$ cat config.mk
export PLATFORM = sky130hd
export DESIGN_NAME = tqac_queue_ctrl
export DESIGN_NICKNAME = d
export VERILOG_FILES = /design/src/hdl/tqac_pkg.sv /design/src/hdl/tqac_queue_ctrl.sv /design/src/hdl/tqac_calendar_timer.sv
export SDC_FILE = /design/constraint.sdc
export NUM_CORES = 1
export LEC_CHECK = 0
export ABC_AREA = 1
export BUFFER_PORTS_ARGS = -buffer_cell sky130_fd_sc_hd__buf_2
export CAP_MARGIN = 20
export CORE_UTILIZATION = 49
export CTS_BUF_LIST = sky130_fd_sc_hd__clkbuf_4
export CTS_CLUSTER_SIZE = 12
export DETAILED_ROUTE_END_ITERATION = 6
export PLACE_DENSITY = 0.72
export REMOVE_ABC_BUFFERS = 1
export SKIP_LAST_GASP = 1
export SYNTH_ARGS = -nofsm -noshare
export SYNTH_HDL_FRONTEND = slang
export SYNTH_SLANG_ARGS = --single-unit
$ cat constraint.sdc
create_clock -name sys_clk_i -period 15.9 [get_ports sys_clk_i]
set_input_delay 0.795 -clock sys_clk_i [delete_from_list [all_inputs] [get_ports sys_clk_i]]
set_output_delay 0.795 -clock sys_clk_i [all_outputs]
set_load 0.02 [all_outputs]
$ cat src/hdl/tqac_pkg.sv
package tqac_pkg;
    localparam int          NQ               = 32;
    localparam int          ADDR_W           = 8;
    localparam int          FRAME_CNT_W      = 4;
    localparam int          TMR_W            = 16;
    // register offsets, byte addresses
    localparam logic [7:0]  REG_CMD          = 8'h00;
    localparam logic [7:0]  REG_ADD_QUEUE    = 8'h04;
    localparam logic [7:0]  REG_ACTIVE       = 8'h08;
    localparam logic [7:0]  REG_STARTED      = 8'h0C;
    localparam logic [7:0]  REG_FRAME_CNT    = 8'h10;
    // command register fields
    localparam int          CMD_SW_RESET     = 5;
    localparam int          CMD_SCHED_ATTN   = 4;
    localparam int          CMD_LINE_ATTN    = 3;
    localparam int          CMD_HS_MODE      = 1;
    localparam int          CMD_TX_EN0       = 0;
    localparam logic        SW_RESET_INIT    = 1'b1;
    localparam logic [3:0]  FRAME_CNT_INIT   = 4'h0;
    // frame timing
    localparam int          FRAME_PERIOD_NS  = 125000;
    localparam int          CLK_PERIOD_NS    = 25;
    localparam int          FRAME_CYCLES     = FRAME_PERIOD_NS / CLK_PERIOD_NS;
    // at most this many bytes after full is seen at the pin
    localparam int          FULL_SLIP_BYTES  = 4;

    typedef enum logic [1:0] {
        TQAC_IDLE  = 2'b00,
        TQAC_MERGE = 2'b01,
        TQAC_WAIT  = 2'b10
    } tqac_sched_t;

    typedef struct packed {
        logic [ADDR_W-1:0] addr;
        logic [31:0]       wdata;
        logic              wr;
        logic              rd;
    } tqac_bus_req_t;
endpackage : tqac_pkg

$ cat src/hdl/tqac_queue_ctrl.sv
// Decided for this implementation: the register addresses and the address-and-strobe port.
`timescale 1ns/1ps
// Contract
// - attention stays set until the builder can build, i.e. no backpressure
// - a new queue counts as started only when attention clears
// - unstructured high-speed mode ignores attention; queue 0 runs from enable
// - clearing an active bit takes effect at the next calendar entry
// - calendar entry spacing is frame count plus one frame periods
// - attention write merges the add table into calendar entry zero
// - attention reads back zero once the merge completes
module tqac_queue_ctrl #(
    parameter int FRAME_CYCLES_P = tqac_pkg::FRAME_CYCLES
) (
    input  wire logic                            sys_clk_i,
    input  wire logic                            sys_rst_i,
    input  wire logic [tqac_pkg::ADDR_W-1:0]     reg_addr_i,
    input  wire logic [31:0]                     reg_wdata_i,
    input  wire logic                            reg_wr_i,
    input  wire logic                            reg_rd_i,
    output logic      [31:0]                     reg_rdata_o,
    input  wire logic                            line_change_done_i,
    input  wire logic                            tx_cell_port_full_i,
    input  wire logic                            tx_byte_req_i,
    output logic                                 tx_byte_grant_o,
    output logic      [tqac_pkg::NQ-1:0]         queue_active_o,
    output logic      [tqac_pkg::NQ-1:0]         cal_entry0_o,
    output logic                                 sw_reset_o,
    output logic                                 cal_tick_o
);
    // every register of the block outside the calendar timer, updated together from next_st
    typedef struct packed {
        logic [31:0]                      rdata;
        logic                             sw_reset;
        logic                             sched_attn;
        logic                             line_attn;
        logic                             hs_mode;
        logic                             tx_en0;
        logic [tqac_pkg::NQ-1:0]          add_queue;
        logic [tqac_pkg::NQ-1:0]          active;
        logic [tqac_pkg::NQ-1:0]          cal_entry0;
        logic [tqac_pkg::NQ-1:0]          started;
        logic [tqac_pkg::FRAME_CNT_W-1:0] frame_cnt;
        tqac_pkg::tqac_sched_t            sched;
        logic                             full_meta;
        logic                             full_sync;
    } tqac_state_t;

    tqac_state_t           st;
    tqac_state_t           next_st;
    tqac_pkg::tqac_bus_req_t req;
    logic                  cal_tick;
    logic [tqac_pkg::NQ-1:0] run_mask;
    logic                  attn_set;  // attention written this cycle, kept over a clear

    assign req = '{addr: reg_addr_i, wdata: reg_wdata_i, wr: reg_wr_i, rd: reg_rd_i};

    // decode used by both the write and the read path
    function automatic logic hit(input logic [tqac_pkg::ADDR_W-1:0] a,
                                 input logic [7:0] off);
        hit = (a == off);
    endfunction : hit

    tqac_calendar_timer #(
        .FRAME_CYCLES_P (FRAME_CYCLES_P)
    ) i_tqac_calendar_timer (
        .sys_clk_i   (sys_clk_i),
        .sys_rst_i   (sys_rst_i),
        .hold_i      (st.sw_reset),
        .frame_cnt_i (st.frame_cnt),
        .cal_tick_o  (cal_tick)
    );

    // queue 0 in high-speed mode bypasses the scheduler entirely
    always_comb
    begin
        run_mask = st.started;
        if (st.hs_mode)
            run_mask[0] = !st.sw_reset && st.tx_en0;
    end

    // next-state logic for the whole block
    always_comb
    begin
        next_st           = st;
        attn_set          = 1'b0;
        // pin synchroniser; only full_sync is looked at
        next_st.full_meta = tx_cell_port_full_i;
        next_st.full_sync = st.full_meta;

        // register writes
        if (req.wr && hit(req.addr, tqac_pkg::REG_CMD))
        begin
            next_st.sw_reset = req.wdata[tqac_pkg::CMD_SW_RESET];
            next_st.hs_mode  = req.wdata[tqac_pkg::CMD_HS_MODE];
            next_st.tx_en0   = req.wdata[tqac_pkg::CMD_TX_EN0];
            // both attentions in one write: neither is taken
            if (req.wdata[tqac_pkg::CMD_SCHED_ATTN] && req.wdata[tqac_pkg::CMD_LINE_ATTN])
            begin
                next_st.sched_attn = st.sched_attn;
            end
            else
            begin
                if (req.wdata[tqac_pkg::CMD_SCHED_ATTN] && !st.hs_mode && !st.line_attn)
                begin
                    next_st.sched_attn = 1'b1;
                    attn_set           = 1'b1;
                end
                if (req.wdata[tqac_pkg::CMD_LINE_ATTN] && !st.sched_attn)
                    next_st.line_attn = 1'b1;
            end
        end
        if (req.wr && hit(req.addr, tqac_pkg::REG_ADD_QUEUE))
            next_st.add_queue = req.wdata;
        if (req.wr && hit(req.addr, tqac_pkg::REG_ACTIVE))
            next_st.active = req.wdata;
        if (req.wr && hit(req.addr, tqac_pkg::REG_FRAME_CNT))
            next_st.frame_cnt = req.wdata[tqac_pkg::FRAME_CNT_W-1:0];

        // line-change attention cleared by the line handler; a new set wins
        if (line_change_done_i && !(next_st.line_attn && !st.line_attn))
            next_st.line_attn = 1'b0;

        // scheduler merge sequence
        case (st.sched)
            tqac_pkg::TQAC_IDLE:
            begin
                if (st.sched_attn && !st.sw_reset && !st.hs_mode)
                    next_st.sched = tqac_pkg::TQAC_MERGE;
            end
            tqac_pkg::TQAC_MERGE:
            begin
                // add table is taken here, once software has finished with it
                next_st.cal_entry0 = st.cal_entry0 | st.add_queue;
                next_st.sched      = tqac_pkg::TQAC_WAIT;
            end
            tqac_pkg::TQAC_WAIT:
            begin
                // backpressure holds the bit; builder cannot take new cells
                if (!st.full_sync)
                begin
                    next_st.sched      = tqac_pkg::TQAC_IDLE;
                    // a request landing on the completion cycle wins over the clear,
                    // so it is merged again instead of being lost
                    if (!attn_set)
                        next_st.sched_attn = 1'b0;
                    next_st.started    = st.started | st.cal_entry0;
                end
            end
            default:
            begin
                next_st.sched = tqac_pkg::TQAC_IDLE;
            end
        endcase

        // cleared active bits only bite on a calendar entry
        if (cal_tick)
        begin
            next_st.started    = next_st.started & st.active;
            next_st.cal_entry0 = next_st.cal_entry0 & st.active;
        end

        // software reset stops scheduling, clears the scheduler attention, the started set and calendar entry zero, and keeps the other registers
        if (st.sw_reset)
        begin
            next_st.sched      = tqac_pkg::TQAC_IDLE;
            next_st.sched_attn = 1'b0;
            next_st.started    = '0;
            next_st.cal_entry0 = '0;
        end

        // read data one cycle after the strobe
        // unmapped offsets and idle cycles read as zero
        next_st.rdata = '0;
        if (req.rd)
        begin
            if (hit(req.addr, tqac_pkg::REG_CMD))
            begin
                next_st.rdata[tqac_pkg::CMD_SW_RESET]   = st.sw_reset;
                next_st.rdata[tqac_pkg::CMD_SCHED_ATTN] = st.sched_attn;
                next_st.rdata[tqac_pkg::CMD_LINE_ATTN]  = st.line_attn;
                next_st.rdata[tqac_pkg::CMD_HS_MODE]    = st.hs_mode;
                next_st.rdata[tqac_pkg::CMD_TX_EN0]     = st.tx_en0;
            end
            else if (hit(req.addr, tqac_pkg::REG_ADD_QUEUE))
                next_st.rdata = st.add_queue;
            else if (hit(req.addr, tqac_pkg::REG_ACTIVE))
                next_st.rdata = st.active;
            else if (hit(req.addr, tqac_pkg::REG_STARTED))
                next_st.rdata = run_mask;
            else if (hit(req.addr, tqac_pkg::REG_FRAME_CNT))
                next_st.rdata[tqac_pkg::FRAME_CNT_W-1:0] = st.frame_cnt;
        end
    end

    // single state register; reset values are constants from the package
    always_ff @(posedge sys_clk_i or posedge sys_rst_i)
    begin
        if (sys_rst_i)
        begin
            st           <= '0;
            st.sw_reset  <= tqac_pkg::SW_RESET_INIT;
            st.frame_cnt <= tqac_pkg::FRAME_CNT_INIT;
            st.sched     <= tqac_pkg::TQAC_IDLE;
        end
        else
        begin
            st <= next_st;
        end
    end

    // two sync stages leave a small slip of bytes after full at the pin
    assign tx_byte_grant_o = tx_byte_req_i && !st.full_sync && !st.sw_reset;
    assign reg_rdata_o     = st.rdata;
    assign queue_active_o  = run_mask;
    assign cal_entry0_o    = st.cal_entry0;
    assign sw_reset_o      = st.sw_reset;
    assign cal_tick_o      = cal_tick;
endmodule : tqac_queue_ctrl

$ cat src/hdl/tqac_calendar_timer.sv
`timescale 1ns/1ps
// paces calendar entries: one tick every (frame count + 1) frames
module tqac_calendar_timer #(
    parameter int FRAME_CYCLES_P = tqac_pkg::FRAME_CYCLES
) (
    input  wire logic                              sys_clk_i,
    input  wire logic                              sys_rst_i,
    input  wire logic                              hold_i,
    input  wire logic [tqac_pkg::FRAME_CNT_W-1:0]  frame_cnt_i,
    output logic                                   cal_tick_o
);
    typedef struct packed {
        logic [tqac_pkg::TMR_W-1:0]       cyc;
        logic [tqac_pkg::FRAME_CNT_W-1:0] frm;
        logic                             tick;
    } tqac_tmr_t;

    localparam logic [tqac_pkg::TMR_W-1:0] LAST_CYC =
        tqac_pkg::TMR_W'(FRAME_CYCLES_P - 1);

    tqac_tmr_t st;
    tqac_tmr_t next_st;

    // frame divider feeding the calendar entry counter
    always_comb
    begin
        next_st      = st;
        next_st.tick = 1'b0;
        if (hold_i)
        begin
            next_st.cyc = '0;
            next_st.frm = '0;
        end
        else if (st.cyc == LAST_CYC)
        begin
            next_st.cyc = '0;
            if (st.frm == frame_cnt_i)
            begin
                next_st.frm  = '0;
                next_st.tick = 1'b1;
            end
            else
            begin
                next_st.frm = st.frm + 1'b1;
            end
        end
        else
        begin
            next_st.cyc = st.cyc + 1'b1;
        end
    end

    always_ff @(posedge sys_clk_i or posedge sys_rst_i)
    begin
        if (sys_rst_i)
            st <= '0;
        else
            st <= next_st;
    end

    assign cal_tick_o = st.tick;
endmodule : tqac_calendar_timer

==> results by group <==
Synthesis
  – Top_reg_cell synth: dfrtp_1
  – Avg Inst Size Synth: between 8 and 9 sq um
  – Mapped Area: between 9000 and 10000 sq um
  – Synth unique cells: 34
  – Post-synthesis cell count: 1135
  – Main area contributors after synthesis: dfrtp_1, buf_4, nor2_1
  – Post-synth ARST share: 1.00
  – Yosys top cell area share: 0.508
  – EDFF count, synth: 0
  – Seq cells post-synth: between 150 and 200
  – Sequential-to-total area share from yosys stat: 0.511
  – Most frequent cell after synthesis: dfrtp_1
  – Synth warn: 0
  – Commonest cells post-synth: dfrtp_1, nor2_1, nand2_1
  – Dominant cell type by area after synthesis: dfrtp_1

Route
  – DR pass1 iterations: 5
  – DRT antenna net count: 0
  – Metal1 wirelength: between 10000 and 15000 microns
  – Final WL: ~22000 microns
  – DR WL met3: 1320 microns
  – Via density: ~5.0
  – Wirelength per Cell: 15.3 microns
  – Total number of vias: 7270
  – Top Metal Used: met5
  – DRC violations left: 0
  – Starting DRT DRC Count: about 420
  – WL met2: around 10000 microns

Place
  – RePlAce Congestion: roughly 0.9
  – Post-DP HPWL: between 10000 and 15000 microns
  – Place WS: around 13000 ps
  – Placed cell area: approximately 9600 sq um
  – I/O Buffers: around 150

Floorplan
  – Full die area: 20000 sq um
  – Site Rows: 50
  – Num ports: ~150
  – Core ar.: between 15000 and 20000 sq um
  – DIE WIDTH: around 140 microns
  – Initial core utilization: 0.505
  – Die Ht: 141 microns

Clock network
  – Post-cts gate resize count: 0
  – Clock sink total: 194
  – Setup bufs post-CTS: 0
  – Latest clock arrival within the worst-skew pair: 560 ps
  – Post-CTS Hold Fix Bufs: 0
  – H-tree Lvls: 4
  – Deepest clock path buffer count: 2
  – TritonCTS clock tree: built
  – Root Driver: clkbuf_4
  – Clk pin slew, worst setup/hold paths: 150 ps
  – Total CTS buffers: 17

Pwr
  – Final Total Pwr: 845 uW
  – Portion of total power attributed to sequential cells: 0.610
  – Combinational share of power: 0.064
  – Clk pwr share: 0.326
  – Net Sw Frac: 0.264
  – Internal cell power: just over 600 uW
  – Sw power: around 220 uW
  – Static leakage: 5.21 nW
  – VDD IR-drop max: approximately 0.077 mV
  – P per Cell Area: 85.3 nW/um^2

Timing
  – Clk_skew: 27.4 ps
  – Final WS setup: approximately 13000 ps
  – Relative slew slack: 0.273
  – Final setup viols: 0
  – Max Slew Vio Count: 0
  – Final Hold Viols: 0
  – Setup TNS: 0 ps
  – Unrepaired setup endpoints after global routing: no
  – Max Fclk: 301 MHz
  – Fin crit share: 0.209
  – Post-layout min period: 3320 ps
  – Worst-Margin Slew: roughly 1100 ps

Worst hold path
  – HP Start: tx_cell_port_full_i
  – Hold Path Class: input port to register

Final layout
  – Nets: about 1200
  – ANT cells: 0
  – Post-layout util: 0.526
  – Area delta synth->final: 4.19%
  – Final instance area: approximately 9900 sq um
  – Layout cells sized above 1: 0.187

Worst setup path
  – Worst setup SP type: register
  – Crit. End Element: output port
  – Arrival time worst endpoint: roughly 2500 ps
  – Crit path from: sw_reset_o$_DFFE_PP1N_
  – R2r startpoint: sw_reset_o$_DFFE_PP1N_
  – Crit path kind: register to output port
  – Worst Path Required: around 15000 ps
  – CP max FO: 24

Global routing
  – Initial antenna violation count: 1
  – Pin count of the biggest net entering global routing: approximately 130
  – Overall global routing resource usage: 0.231
  – Remaining Overflow, GRT: 0
  – First-pass GRT wire length: approximately 36000 microns
  – Vias in the first global route: 6858

Job
  – Max-cap violations: 0

Outcome
  – Outcome: finished clean
==> registers in the layout, summed over array words and instances, names as in the netlist <==
signal / cells
cal_entry0_o: 32
i_tqac_calendar_timer.cal_tick_o: 1
i_tqac_calendar_timer.st: 20
next_st: 1
queue_active_o: 31
reg_rdata_o: 32
st: 76
sw_reset_o: 1
==> stage by stage <==
stage	hold WS [ps]	std cells
after floorplan	331	1000
after global placement	337	1408
after detailed placement	339	1408
after CTS	324	1440
after global routing	303	1441
final	369	1441
==> per-layer routing <==
metal | GRT usage | vias up
met5 | 0 | -
li1 | - | 3536
met1 | 0.320 | 3506
met3 | 0.0520 | 17
met4 | 0.0555 | 2
met2 | 0.370 | 209
==> final cells by class <==
| cell class | instances | area, sq um |
|---|---|---|
| clock buffer | 19 | 143 |
| clock inverter | 13 | 146 |
| fill | 1824 | 8930 |
| inverter | 151 | 577 |
| multi-input combinational | 655 | 3080 |
| sequential | 194 | 4860 |
| tap | 260 | 325 |
| timing repair buffer | 149 | 776 |
==> cell families (layout without fill, tap and decap cells) <==
logic type / count (synthesis) / count (layout) / share of synthesized area
adder cells (fa/ha/maj): 2 / 2 / 0.00263
buffers and inverters: 286 / 332 / 0.167
flip-flops: 194 / 194 / 0.511
AND/OR/NAND/NOR: 408 / 408 / 0.180
XOR/XNOR: 9 / 9 / 0.00829
AO/OA/AOI/OAI: 236 / 236 / 0.132
==> cell usage in the layout, fill, tap and decap left out, drive strengths merged <==
cell	instances
nand3	30
o211ai	1
nor3	11
clkinv	5
bufinv	2
o21bai	2
inv	157
xor2	8
and2	1
nand2	169
dfrtp	193
clkbuf	19
dfstp	1
nor4b	1
and3	1
o21ai	162
nand3b	1
a21oi	71
ha	2
nand4	7
buf	149
xnor2	1
nor2	187
==> final timing paths <==
kind                                        endpoint  slack (ps)  cells past startpoint
max                                queue_active_o[0]       12580                      5
min                             next_st[0]$_DFF_PP0_         370                      1
max reg2reg                 reg_rdata_o[0]$_DFF_PP0_       13750                      8
min reg2reg                          st[0]$_DFF_PP0_         380                      0
max in group asynchronous        st[109]$_DFFE_PP0P_       14170                      3
min in group asynchronous  reg_rdata_o[20]$_DFF_PP0_         390                      2
==> power by group through the flow <==
stage               clock (mW)  sequential (mW)  combinational [mW]
floorplan                    0            0.522              0.0339
global placement             0            0.524              0.0536
detailed placement           0            0.524              0.0547
CTS                      0.283            0.515              0.0549
global route             0.302            0.517              0.0619
finish                   0.275            0.515              0.0541
==> worst max-delay path, stage by stage, from the launching register on <==
cell and delay, ps:
dfstp_2 750, inv_1 450, buf_4 380, nand3_1 90
o21ai_0 110, buf_2 180
Note: power is estimated with default switching activity, not from simulation.
